===== config.mk =====
export PLATFORM = sky130hd
export DESIGN_NAME = receiver_power_on_off_sequencer
export DESIGN_NICKNAME = d
export VERILOG_FILES = /design/src/rtl/seq_pkg.sv /design/src/rtl/receiver_power_on_off_sequencer.sv /design/src/rtl/toggle_filter.sv
export SDC_FILE = /design/constraint.sdc
export NUM_CORES = 1
export LEC_CHECK = 0
export ABC_AREA = 1
export BUFFER_PORTS_ARGS = -buffer_cell sky130_fd_sc_hd__buf_2
export CAP_MARGIN = 5
export CORE_AREA = 2 2 103 105
export CTS_CLUSTER_SIZE = 20
export DETAILED_ROUTE_END_ITERATION = 10
export DIE_AREA = 0 0 105 107
export PLACE_DENSITY = 0.67
export RECOVER_POWER = 25
export SKIP_LAST_GASP = 1
export SLEW_MARGIN = 20
export SYNTH_ARGS = -nofsm -noshare
export SYNTH_HDL_FRONTEND = slang
export SYNTH_SLANG_ARGS = --single-unit
export TNS_END_PERCENT = 30

===== constraint.sdc =====
create_clock -name mclk -period 1.8 [get_ports mclk]
set_clock_uncertainty 0.1 [all_clocks]
set_input_delay 0.18 -clock mclk [delete_from_list [all_inputs] [get_ports mclk]]
set_output_delay 0.18 -clock mclk [all_outputs]
set_load 0.01 [all_outputs]

===== src/rtl/seq_pkg.sv =====
package seq_pkg;
    // ==================================================================
    // timing
    localparam int unsigned CLK_HZ          = 100_000_000;
    localparam int unsigned TOGGLE_PULSE_MS = 200;   // nominal toggle pulse
    localparam int unsigned SHUTDOWN_MAX_MS = 1000;  // shutdown limit
    localparam int unsigned BOOT_MS         = 10;    // internal boot time
    // least toggle width accepted: half the nominal pulse, rounded down
    localparam int unsigned TOGGLE_MIN_CYC  =
        (CLK_HZ / 1000) * (TOGGLE_PULSE_MS / 2);
    localparam int unsigned SHUTDOWN_CYC    =
        (CLK_HZ / 1000) * SHUTDOWN_MAX_MS;
    localparam int unsigned BOOT_CYC        = (CLK_HZ / 1000) * BOOT_MS;
    localparam int unsigned CNT_W           = 32;
    // flush cycles before the synchronised pending flag can be trusted
    localparam int unsigned PEND_SETTLE_CYC = 2;

    // ==================================================================
    // power states
    typedef enum logic [2:0] {
        st_off,
        st_boot,
        st_run,
        st_flush,
        st_halt
    } pwr_state_t;
endpackage


===== src/rtl/receiver_power_on_off_sequencer.sv =====
`timescale 1ns/10ps
`default_nettype none
module receiver_power_on_off_sequencer #(
    parameter int unsigned TOGGLE_MIN = seq_pkg::TOGGLE_MIN_CYC,
    parameter int unsigned SHUT_LIMIT = seq_pkg::SHUTDOWN_CYC,
    parameter int unsigned BOOT_TIME  = seq_pkg::BOOT_CYC
) (
    input  wire logic mclk,              // 100 MHz clock
    input  wire logic srst,              // sync reset, power-up
    input  wire logic toggle_pin,        // power toggle pin, async
    input  wire logic uart_mode,         // strap: serial messages on
    input  wire logic shutdown_msg,      // pulse: shutdown message decoded
    input  wire logic write_pending,     // critical write still busy
    input  wire logic antenna_need,      // rf section wants antenna bias
    output logic      digital_on_status, // high while operational
    output logic      run_enable,        // internal operation enabled
    output logic      msg_enable,        // serial messages may be sent
    output logic      flush_req,         // commit data to backup stores
    output logic      antenna_bias_en,   // antenna supply switch
    output logic      shutdown_done      // level: safe to lose supply
);
    logic                     seen;
    logic                     pend_s1;
    logic                     pend_s2;
    seq_pkg::pwr_state_t      state;
    seq_pkg::pwr_state_t      next_state;
    logic [seq_pkg::CNT_W-1:0] cnt;
    logic [seq_pkg::CNT_W-1:0] next_cnt;
    logic                     next_on;
    logic                     next_run;
    logic                     next_msg;
    logic                     next_flush;
    logic                     next_ant;
    logic                     next_done;

    // ==================================================================
    // toggle pin qualification
    toggle_filter #(
        .MIN_CYC    (TOGGLE_MIN)
    ) u_filter (
        .mclk       (mclk),
        .srst       (srst),
        .pin        (toggle_pin),
        .pulse_seen (seen)
    );

    // ==================================================================
    // sequencer next values
    always_comb begin
        next_state = state;
        next_cnt   = cnt;
        case (state)
            seq_pkg::st_off: begin
                next_cnt = '0;
                if (seen) begin
                    next_state = seq_pkg::st_boot;
                end
            end
            seq_pkg::st_boot: begin
                next_cnt = cnt + 1'b1;
                if (cnt >= BOOT_TIME[seq_pkg::CNT_W-1:0]) begin
                    next_state = seq_pkg::st_run;
                end
            end
            seq_pkg::st_run: begin
                next_cnt = '0;
                if (seen || shutdown_msg) begin
                    next_state = seq_pkg::st_flush;
                end
            end
            seq_pkg::st_flush: begin
                // finish pending writes, bounded by the limit; wait out
                // the synchroniser lag so a just-raised request is seen
                next_cnt = cnt + 1'b1;
                if ((!pend_s2 &&
                     cnt >= seq_pkg::CNT_W'(seq_pkg::PEND_SETTLE_CYC)) ||
                    cnt >= SHUT_LIMIT[seq_pkg::CNT_W-1:0] - 2) begin
                    next_state = seq_pkg::st_halt;
                end
            end
            seq_pkg::st_halt: begin
                // dormant; a new toggle restarts
                next_cnt = '0;
                if (seen) begin
                    next_state = seq_pkg::st_boot;
                end
            end
            default: begin
                next_state = seq_pkg::st_off;
                next_cnt   = '0;
            end
        endcase
        // outputs decoded from the coming state
        next_on    = (next_state == seq_pkg::st_run);
        next_run   = (next_state == seq_pkg::st_run) ||
                     (next_state == seq_pkg::st_boot);
        next_msg   = (next_state == seq_pkg::st_run) && uart_mode;
        next_flush = (next_state == seq_pkg::st_flush);
        next_ant   = (next_state == seq_pkg::st_run) && antenna_need;
        next_done  = (next_state == seq_pkg::st_halt) ||
                     (next_state == seq_pkg::st_off);
    end

    // ==================================================================
    // registers; write_pending synchronised as it comes from elsewhere
    always_ff @(posedge mclk) begin
        if (srst) begin
            state             <= seq_pkg::st_off;
            cnt               <= '0;
            pend_s1           <= 1'b0;
            pend_s2           <= 1'b0;
            digital_on_status <= 1'b0;
            run_enable        <= 1'b0;
            msg_enable        <= 1'b0;
            flush_req         <= 1'b0;
            antenna_bias_en   <= 1'b0;
            shutdown_done     <= 1'b1;
        end else begin
            state             <= next_state;
            cnt               <= next_cnt;
            pend_s1           <= write_pending;
            pend_s2           <= pend_s1;
            digital_on_status <= next_on;
            run_enable        <= next_run;
            msg_enable        <= next_msg;
            flush_req         <= next_flush;
            antenna_bias_en   <= next_ant;
            shutdown_done     <= next_done;
        end
    end
endmodule
`default_nettype wire


===== src/rtl/toggle_filter.sv =====
`timescale 1ns/10ps
`default_nettype none
// ======================================================================
// synchronises the toggle pin and flags a high pulse of enough width
module toggle_filter #(
    parameter int unsigned MIN_CYC = 20_000_000
) (
    input  wire logic mclk,       // system clock
    input  wire logic srst,       // sync reset
    input  wire logic pin,        // raw toggle pin
    output logic      pulse_seen  // one cycle on falling edge of good pulse
);
    logic        sync_a;
    logic        sync_b;
    logic        prev;
    logic [31:0] width;
    logic        next_prev;
    logic [31:0] next_width;
    logic        next_seen;

    // next values: width counter and falling-edge qualification
    always_comb begin
        next_prev  = sync_b;
        next_seen  = 1'b0;
        next_width = width;
        if (sync_b) begin
            if (width != 32'hFFFFFFFF) begin
                next_width = width + 32'h00000001;
            end
        end else begin
            next_width = 32'h00000000;
            if (prev && (width >= MIN_CYC)) begin
                next_seen = 1'b1;
            end
        end
    end

    // registers; two-stage pin synchroniser first
    always_ff @(posedge mclk) begin
        if (srst) begin
            sync_a     <= 1'b0;
            sync_b     <= 1'b0;
            prev       <= 1'b0;
            width      <= 32'h00000000;
            pulse_seen <= 1'b0;
        end else begin
            sync_a     <= pin;
            sync_b     <= sync_a;
            prev       <= next_prev;
            width      <= next_width;
            pulse_seen <= next_seen;
        end
    end
endmodule
`default_nettype wire


; Word-level counts from Yosys, hierarchy flattened
; Cells that the tools add are included.
; Widths: inputs -> output; s select.
[word_totals]
inputBits = 7
ff_bits = 79
elab_cells = 54
[classes]
add_sub_neg = 2
order_cmp = 4
mux = 6
n_bitwise = 2
eq_ne = 9
reduce_logical = 16
[op_table]
columns = op, count
row1 = $add 32x1->32 const B, 2
row2 = $ge 32x2->1 const B, 1
row3 = $ge 32x20->1 const B, 1
row4 = $ge 32x24->1 const B, 1
row5 = $ge 32x27->1 const B, 1
row6 = $ne 32x32->1 const B, 1
row7 = $eq 3x2->1 const B, 4
row8 = $mux 3, 4
row9 = $pmux 3 s4, 1
row10 = $reduce_or 2->1, 5
row11 = $eq 3x1->1 const B, 2
row12 = $eq 3x3->1 const B, 2
row13 = $logic_not 3->1, 2
row14 = $logic_and 1x1->1, 4
row15 = $logic_or 1x1->1, 4
row16 = $not 1->1, 2
row17 = $logic_not 1->1, 1
row18 = $mux 1, 1

; Logic depth before layout (Yosys ltp)
; Gate-level depths: netlist (run 1).
[logic_depth]
word_depth = 7
depth_mapped = 11
mapped_depth_nobuf = 11

; Hierarchy
; Synthesis (run 1) repeated with hierarchy kept, for this count alone.
[hier_totals]
hier_cells = 708
area_unflattened_um2 = 4554.4
[by_module_without_submodules]
columns = mod, area_each_um2, cells_per_inst, instances
row1 = receiver_power_on_off_sequencer, 2371.0, 342, 1
row2 = toggle_filter, 2183.3, 366, 1

; Worst setup path after synthesis (run 1)
; No wires, ideal clock.
[synth_timing]
path_type = register to register
start = reg u_filter.width[1]
end = reg u_filter.width[13]
required_ns = 1.641
arrival_ns = 1.546
stages_incl_launch_ff = 11
path_slack_ns = 0.096
synth_period_minus_slack_ns = 1.704
setup_ns = 0.059
cell_sequence = dfxtp_1 -> ha_1 -> nand3_1 -> inv_1 -> nand2_1 -> nor2_2 -> nand2_2 -> inv_2 -> buf_4 -> o21ai_0 -> inv_1
[synth_via]
elab_chain_cells = 1
[synth_lines]
columns = item, line
row1 = "start, declared", toggle_filter.sv:16  ; logic [31:0] width;
row2 = "start signal, assigned", toggle_filter.sv:50  ; width <= next_width;
row3 = $add 32x1->32 / $ne 32x32->1 (equally long branches), "toggle_filter.sv:28, toggle_filter.sv:27"
; Parallel ways exist; a longest one is shown, timed or not.
; A chain may end at the register's enable or synchronous reset.

; Final worst setup path (run 1)
[layout_timing]
start = reg cnt[0] in the netlist's numbering
end = reg cnt[30] in the netlist's numbering
[layout_via]
elab_chain_cells = 1
[layout_lines]
columns = item, line
row1 = "start, declared", receiver_power_on_off_sequencer.sv:27  ; logic [seq_pkg::CNT_W-1:0] cnt;
row2 = "start signal, assigned", receiver_power_on_off_sequencer.sv:120  ; cnt <= next_cnt;
row3 = $add 32x1->32, "receiver_power_on_off_sequencer.sv:60, receiver_power_on_off_sequencer.sv:74"
; No other way between the ends.

==> results by group, run 1 <==
Worst setup path
  • Worst Setup Start Kind: flip-flop
  • Worst r2r src: cnt[0]$_SDFF_PP0_
  • Setup slack of the most critical reg-to-reg path: 0.08 ns
  • Required time reported for the critical path endpoint: 1.99 ns
  • Signal arrival time at the worst endpoint: 1.91 ns
  • Terminus of the critical flop-to-flop path: cnt[30]$_SDFF_PP0_
  • Number of cells on the worst reg-to-reg path: 8
  • Capturing element of the worst setup path: cnt[30]$_SDFF_PP0_
  • Worst Path Class, Setup: flip-flop to flip-flop
  • Maximum fanout encountered on the critical timing path: 4
  • Kind of capture point of the worst setup path: flip-flop
  • Worst setup path start: cnt[0]$_SDFF_PP0_

Layout
  • Number of nets in the finished design: 722
  • Core occupancy in the finished layout: 0.511
  • Fraction of final layout cells with drive strength greater than 1: 0.186
  • Layout overhead on the synthesized area: 18.9%
  • ANT cells: 0

GRT
  • Global-route wire length before repair: 18.1 mm
  • Congestion Overflow GR: 0
  • Via count of the first global-routing pass: 3976
  • Maximum number of pins on one net before global-route repair: 19
  • Antenna violations before repair: 0
  • Overall routing resource usage: 0.200

Clock network
  • Register clock-pin slew on the reported worst setup and hold paths: 0.09 ns
  • Clock tree from TritonCTS: yes
  • TritonCTS Sinks: 79
  • Clock latency reported for the late side of the worst-skew pair: 0.36 ns
  • Clock buffer count from CTS: 9
  • H-tree depth: 3
  • Worst-case clock buffer depth: 2
  • Root buffer cell: sky130_fd_sc_hd__clkbuf_8

Synth
  • Post-Syn Nets: 665
  • Number of different library cells in the post-synthesis netlist: 37
  • Leading register cell type out of synthesis: sky130_fd_sc_hd__dfxtp_1
  • Register bit count reported by yosys: 79
  • Combinational family with the most area after synthesis: simple AND/OR/NAND/NOR gates
  • Count of flip-flops with a built-in enable after synthesis: 0
  • Count of warnings emitted by yosys: 0
  • Number of instances in the synthesized netlist: 654
  • Cell taking the most area after synthesis: sky130_fd_sc_hd__dfxtp_1
  • Post-synthesis share of cell area spent on and, or, nand and nor gates: 0.385
  • Sequential element share of the synthesized area: 0.365
  • Cells taking the most area after synthesis: sky130_fd_sc_hd__dfxtp_1, sky130_fd_sc_hd__nand2_1, sky130_fd_sc_hd__nor2_1
  • Library cell with the highest instance count after synthesis: sky130_fd_sc_hd__nand2_1
  • Mapped cell area: 4330 µm²
  • Leading cell types by count after synthesis: sky130_fd_sc_hd__nand2_1, sky130_fd_sc_hd__nor2_1, sky130_fd_sc_hd__inv_1
  • Post-synth top area share: 0.365
  • Arithmetic-cell share of the synthesized area counting full adders, half adders and majority gates: 0.0115
  • Post-Syn Area per Cell: 6.63 µm²
  • Synthesized-area fraction occupied by ao, oa, aoi and oai cells: 0.0915
  • Ys async rst share: 0
  • Mux share of post-synthesis cell area: 0
  • XOR/XNOR Fraction of Synth Area: 0.0566

Power
  • Reported leakage power: 2.05 nW
  • VDD IR max: 0.570 mV
  • Power density over the cells: 581 nW/µm²

Floorplan
  • Area of the die: 11200 µm²
  • Count of boundary I/O pins: 13
  • Initial cell density of the core: 0.429
  • Y dimension of the die: 107 µm
  • Core Box Area: 10100 µm²
  • Die width: 105 µm
  • Placement row count: 37

STA
  • Total Neg Setup Slack: 0 ns
  • Final setup violating endpoints: 0
  • Final hold violation count: 0
  • Unrepaired setup endpoints after global routing: true
  • Final slew viol count: 0
  • Least-Margin Pin Slew: 0.544 ns
  • Max_slew headroom: 0.637
  • Maximum achievable frequency: 0.582 GHz
  • Final worst-path cycle share: 0.954
  • Min Clock Period, post-route: 1.72 ns
  • Hold_ws: 0.0639 ns

Route
  • Count of routing violations after the opening detailed-route iteration: 275
  • Wire length after detailed routing: 10.7 mm
  • Routed via count divided by cell count: 5.00
  • WL per Instance: 12.6 µm
  • Residual DRC: 0
  • Pre-antenna DRT Iters: 6
  • Count of vias placed by the detailed router: 4258
  • Post-DRT Antenna Nets: 0

Place
  • Number of buffer cells added on primary ports: 12
  • Final Wtd Congestion: 0.935
  • Detailed-placement wirelength estimate: 8.31 mm

Hold path
  • Number of instances on the worst hold path: 2
  • Worst min-delay path category: input port to flip-flop
  • Hold_sp: srst

Flow run
  • Max Cap Violations: 0

Run status
  • Result of the run: complete, no violations
[flip-flops by register name (all words and copies together) (netlist names)]
name / flops
state: 3
flush_req: 1
cnt: 32
shutdown_done: 1
u_filter.prev: 1
msg_enable: 1
u_filter.next_prev: 1
digital_on_status: 1
run_enable: 1
antenna_bias_en: 1
pend_s2: 1
u_filter.width: 32
pend_s1: 1
u_filter.sync_a: 1
u_filter.pulse_seen: 1
[layer usage]
metal / vias to the layer above / routed length, µm / share of wire / global-route usage
li1: 2203 / - / - / -
met1: 1914 / 4800 / 0.45 / 0.250
met2: 112 / 5030 / 0.47 / 0.333
met3: 29 / 561 / 0.052 / 0.0432
met4: 0 / 349 / 0.032 / 0.0800
met5: - / 0 / 0 / 0
[cell usage in the layout (no fill, tap or decap), types with 7 or more instances in the layout]
cell type / n
sky130_fd_sc_hd__a21oi_1: 32
sky130_fd_sc_hd__buf_4: 38
sky130_fd_sc_hd__nor3_1: 15
sky130_fd_sc_hd__clkbuf_8: 9
sky130_fd_sc_hd__nor4_1: 7
sky130_fd_sc_hd__nand4_1: 20
sky130_fd_sc_hd__nand2_2: 7
sky130_fd_sc_hd__nor2_2: 9
sky130_fd_sc_hd__dfxtp_1: 59
sky130_fd_sc_hd__o21ai_0: 33
sky130_fd_sc_hd__nand2_1: 136
sky130_fd_sc_hd__xnor2_1: 7
sky130_fd_sc_hd__dfxtp_2: 20
sky130_fd_sc_hd__nand3_1: 26
sky130_fd_sc_hd__xor2_1: 21
sky130_fd_sc_hd__nor2_1: 114
sky130_fd_sc_hd__inv_1: 85
[cells by family (layout without fill, tap and decap cells)]
logic type,after synthesis,count (layout)
and+or+nand+nor,369,369
AOI/OAI and AO/OA,76,76
DFF,79,79
buffers and inverters,98,160
xor gates and xnor gates,28,28
adders and majority gates,4,4
[report_power, final]
group	switching (W)	internal (W)	total [W]
combinational	0.0000193	0.0000157	0.0000350
sequential	0.00000154	0.00175	0.00175
clock	0.000695	0.000512	0.00121
[worst min-delay path by stage]
stage / end / slack, ns
finish: u_filter.sync_a$_SDFF_PP0_ / 0.06
CTS: u_filter.sync_a$_SDFF_PP0_ / 0.05
global placement: u_filter.sync_a$_SDFF_PP0_ / 0.28
detailed placement: u_filter.sync_a$_SDFF_PP0_ / 0.29
floorplan: state[1]$_SDFF_PP0_ / 0.16
global route: u_filter.sync_a$_SDFF_PP0_ / 0.06
[metrics by stage]
stage                     std cells  area, µm²  total power, W  setup WS [ns]
after CTS                       849       5010         0.00304        -0.0132
after detailed placement        829       4790         0.00182        -0.0103
after global placement          829       4790         0.00182         0.0170
after floorplan                 654       4330         0.00181         0.0956
final                           852       5150         0.00299         0.0820
after global routing            852       5150         0.00311        -0.0238
[timing repair]
item,4_1_cts,5_1_grt
hold endpoints to repair,4,0
pin swaps,0,2
buffers inserted,0,3
hold buffers,4,0
resized for setup,3,50
setup endpoints to repair,6,42
[final cells by class]
class | count | area [µm²]
timing repair buffer | 55 | 398
tap | 136 | 170
clock buffer | 9 | 124
fill | 1049 | 4940
sequential | 79 | 1610
multi-input combinational | 477 | 2470
clock inverter | 7 | 53.8
inverter | 89 | 334
[worst max-delay path, stage by stage (launching register included)]
cell and delay, ns:
sky130_fd_sc_hd__dfxtp_2 0.37, sky130_fd_sc_hd__ha_2 0.22, sky130_fd_sc_hd__nand2_1 0.08, sky130_fd_sc_hd__nor2_2 0.12, sky130_fd_sc_hd__nand2_1 0.14, sky130_fd_sc_hd__nor2_1 0.15
sky130_fd_sc_hd__nand2_1 0.09, sky130_fd_sc_hd__or2_2 0.28, sky130_fd_sc_hd__a21oi_1 0.11
(Power assumes the default switching activity.)
==> run 2, diff against run 1 <==
--- a/config.mk
+++ b/config.mk
@@ -12,7 +12,7 @@
 export CTS_CLUSTER_SIZE = 20
 export DETAILED_ROUTE_END_ITERATION = 10
 export DIE_AREA = 0 0 105 107
-export PLACE_DENSITY = 0.67
+export PLACE_DENSITY = 0.66
 export RECOVER_POWER = 25
 export SKIP_LAST_GASP = 1
 export SLEW_MARGIN = 20
==> run 2 against run 1 <==
Effect of this change: clock power rose by 23%; design area rose by 2.6%; cell count rose by 0.59%; routed wire length fell by 0.49%; via count rose by 1.6%; maximum frequency fell by 0.85%; critical path type unchanged.
==> results by group, run 2 (same netlist as run 1, synthesis figures left out) <==
Route
  • Post-DRT Antenna Nets: 0 (unchanged)
  • Pre-antenna DRT Iters: 5 (-1)
  • WL per Instance: 12.5 µm (-1.1%)
  • Routed via count divided by cell count: 5.05 (+0.96%)
  • Count of routing violations after the opening detailed-route iteration: 284 (+3.3%)
  • Residual DRC: 0 (unchanged)
  • Wire length after detailed routing: 10.7 mm (-0.49%)
  • Count of vias placed by the detailed router: 4324 (+1.6%)

Hold path
  • Worst hold path endpoint: run_enable$_SDFF_PP0_
  • Worst min-delay path category: input port to flip-flop
  • Number of instances on the worst hold path: 2 (unchanged)
  • Hold_sp: srst

Clock network
  • Worst-case clock buffer depth: 2 (unchanged)
  • Register clock-pin slew on the reported worst setup and hold paths: 0.09 ns (about the same)
  • Clock buffer count from CTS: 9 (unchanged)
  • Root buffer cell: sky130_fd_sc_hd__clkbuf_8
  • Clock tree from TritonCTS: yes
  • TritonCTS Sinks: 79 (unchanged)
  • H-tree depth: 3 (unchanged)
  • Clock latency reported for the late side of the worst-skew pair: 0.36 ns (about the same)

Worst setup path
  • Maximum fanout encountered on the critical timing path: 4 (unchanged)
  • Terminus of the critical flop-to-flop path: cnt[30]$_SDFF_PP0_
  • Kind of capture point of the worst setup path: flip-flop
  • Longest individual stage delay on the worst path: 0.40 ns (+0.03 ns)
  • Number of cells on the worst reg-to-reg path: 8 (unchanged)
  • Crit path top cell by count: sky130_fd_sc_hd__nand2_1
  • Worst Path Class, Setup: flip-flop to flip-flop
  • Slowest cell on crit path: sky130_fd_sc_hd__dfxtp_1
  • CP cell instances: ha_2, nand2_1, nor2_1, nand2_1, nor2_1, nand2_1, or2_2, a21oi_1
  • Required time reported for the critical path endpoint: 1.99 ns (about the same)
  • Worst r2r src: cnt[1]$_SDFF_PP0_
  • Worst Setup Start Kind: flip-flop
  • Setup slack of the most critical reg-to-reg path: 0.07 ns (about the same)
  • Signal arrival time at the worst endpoint: 1.92 ns (about the same)

Layout
  • FF/Latch Area: 1630 µm² (+1.2%)
  • Fraction of final layout cells with drive strength greater than 1: 0.208 (+0.0223)
  • Most frequent cells in the layout: sky130_fd_sc_hd__nand2_1, sky130_fd_sc_hd__nor2_1, sky130_fd_sc_hd__inv_1, sky130_fd_sc_hd__dfxtp_1, sky130_fd_sc_hd__buf_4
  • ANT cells: 0 (unchanged)
  • Number of nets in the finished design: 727 (+0.69%)
  • Layout overhead on the synthesized area: 22.0%
  • Most common library cell in the layout ignoring fill and taps: sky130_fd_sc_hd__nand2_1
  • Filler Cell Count: 1034 (-1.4%)
  • Area of the multi-input gates: 2490 µm² (+0.91%)
  • Core occupancy in the finished layout: 0.524 (+0.0135)
  • Leading registers by flop count: cnt (32), u_filter.width (32), state (3)

GRT
  • Overall routing resource usage: 0.197 (-0.00262)
  • Global-route wire length before repair: 17.9 mm (-1.0%)
  • Congestion Overflow GR: 0 (unchanged)
  • Antenna violations before repair: 0 (unchanged)
  • Maximum number of pins on one net before global-route repair: 19 (unchanged)
  • Via count of the first global-routing pass: 3991 (+0.38%)

STA
  • Final hold violation count: 0 (unchanged)
  • Least-Margin Pin Slew: 0.673 ns (+0.129 ns)
  • Final setup violating endpoints: 0 (unchanged)
  • Max_slew headroom: 0.551 (-0.0857)
  • Final slew viol count: 0 (unchanged)
  • Unrepaired setup endpoints after global routing: true
  • Maximum achievable frequency: 0.577 GHz (-0.85%)
  • Total Neg Setup Slack: 0 ns (unchanged)
  • Min Clock Period, post-route: 1.73 ns (+0.0148 ns)
  • Worst Slack Setup Final: 0.0673 ns (-0.0148 ns)
  • Final worst-path cycle share: 0.963 (+0.00820)

Power
  • Sum of internal, switching and leakage power: 0.00327 W (+9.3%)
  • VDD IR max: 0.450 mV (-21%)
  • Combinational cell fraction of total power: 0.010 (-0.002)
  • Reported leakage power: 2.14 nW (+4.8%)
  • Cell-internal power: 0.00256 W (+12%)
  • Proportion of power drawn by flip-flops and latches: 0.534 (-0.051)
  • Switching power: 0.000718 W (+0.31%)
  • Switching power as a share of total power: 0.219 (-0.0197)
  • Power density over the cells: 619 nW/µm² (+6.5%)
  • Part of the power in the clock network: 0.456 (+0.053)

Floorplan
  • Placement row count: 37 (unchanged)
  • Area of the die: 11200 µm² (unchanged)
  • Count of boundary I/O pins: 13 (unchanged)
  • Die width: 105 µm (unchanged)
  • Initial cell density of the core: 0.429 (unchanged)
  • Core Box Area: 10100 µm² (unchanged)
  • Y dimension of the die: 107 µm (unchanged)

Flow run
  • Max Cap Violations: 0 (unchanged)

Place
  • Final Wtd Congestion: 0.915 (-2.2%)
  • Number of buffer cells added on primary ports: 12 (unchanged)
  • Pre-CTS worst setup slack: -0.0599 ns (-0.0496 ns)
  • Detailed-placement wirelength estimate: 8.21 mm (-1.2%)

Run status
  • Result of the run: complete, no violations
-- run 2: cell types whose count changed in the layout (fill, tap and decap cells not counted), sizes merged --
cell,previous run,this run
bufinv,0,2
clkinv,2,3
inv,91,90
clkinvlp,3,1
clkbuf,15,16
buf,45,49
-- run 2: timing repair --
item	4_1_cts	5_1_grt
hold buffers	4	0
gates resized for setup	1	73
setup endpoints to repair	32	51
setup buffers	0	2
pin swaps	0	14
hold endpoints to repair	4	0
-- run 2: power by group through the flow --
stage	Clock [W]	Sequential [W]	Combinational, W
after global routing	0.00161	0.00175	0.0000364
after detailed placement	0	0.00179	0.0000257
after floorplan	0	0.00179	0.0000144
after global placement	0	0.00179	0.0000253
after CTS	0.00154	0.00175	0.0000324
final	0.00149	0.00175	0.0000323
-- run 2: cell type report --
cell class / count / share of cell area
repair buffers: 60 / 0.0840
inverters: 89 / 0.0632
clock inverters: 7 / 0.0194
well taps: 136 / 0.0322
clock buffers: 9 / 0.0234
flip-flops and latches: 79 / 0.307
multi-input cells: 477 / 0.471
-- run 2: how the worst max path moves through the flow --
stage               depth (start not counted)                              end  slack, ns                       startpoint
finish                                      8               cnt[30]$_SDFF_PP0_       0.07                cnt[1]$_SDFF_PP0_
global route                                8               cnt[26]$_SDFF_PP0_      -0.06                cnt[9]$_SDFF_PP0_
CTS                                         8            run_enable$_SDFF_PP0_      -0.04                cnt[7]$_SDFF_PP0_
detailed placement                         10   u_filter.width[1]$_SDFFE_PP0P_      -0.06  u_filter.width[16]$_SDFFE_PP0P_
global placement                           10   u_filter.width[1]$_SDFFE_PP0P_      -0.05  u_filter.width[16]$_SDFFE_PP0P_
floorplan                                  10  u_filter.width[13]$_SDFFE_PP0P_        0.1   u_filter.width[1]$_SDFFE_PP0P_
-- run 2: per-layer routing --
metal,part of all wire,track usage
met5,0,0
met1,0.44,0.251
met3,0.059,0.0377
met4,0.028,0.0667
met2,0.47,0.334
-- run 2: per-stage QoR --
| stage | cell area, µm² | std cells | hold WS, ns |
|---|---|---|---|
| floorplan | 4330 | 654 | 0.161 |
| global placement | 4840 | 835 | 0.282 |
| detailed placement | 4840 | 835 | 0.289 |
| CTS | 5120 | 855 | 0.0310 |
| global route | 5290 | 857 | 0.0524 |
| finish | 5290 | 857 | 0.0518 |
-- run 2: worst max-delay path, delay by kind of cell, from the launching register on --
family	cells	cell delay, ns
AND/OR/NAND/NOR	6	0.82
AO/OA/AOI/OAI	1	0.11
adder cells (fa/ha/maj)	1	0.23
flip-flops	1	0.40
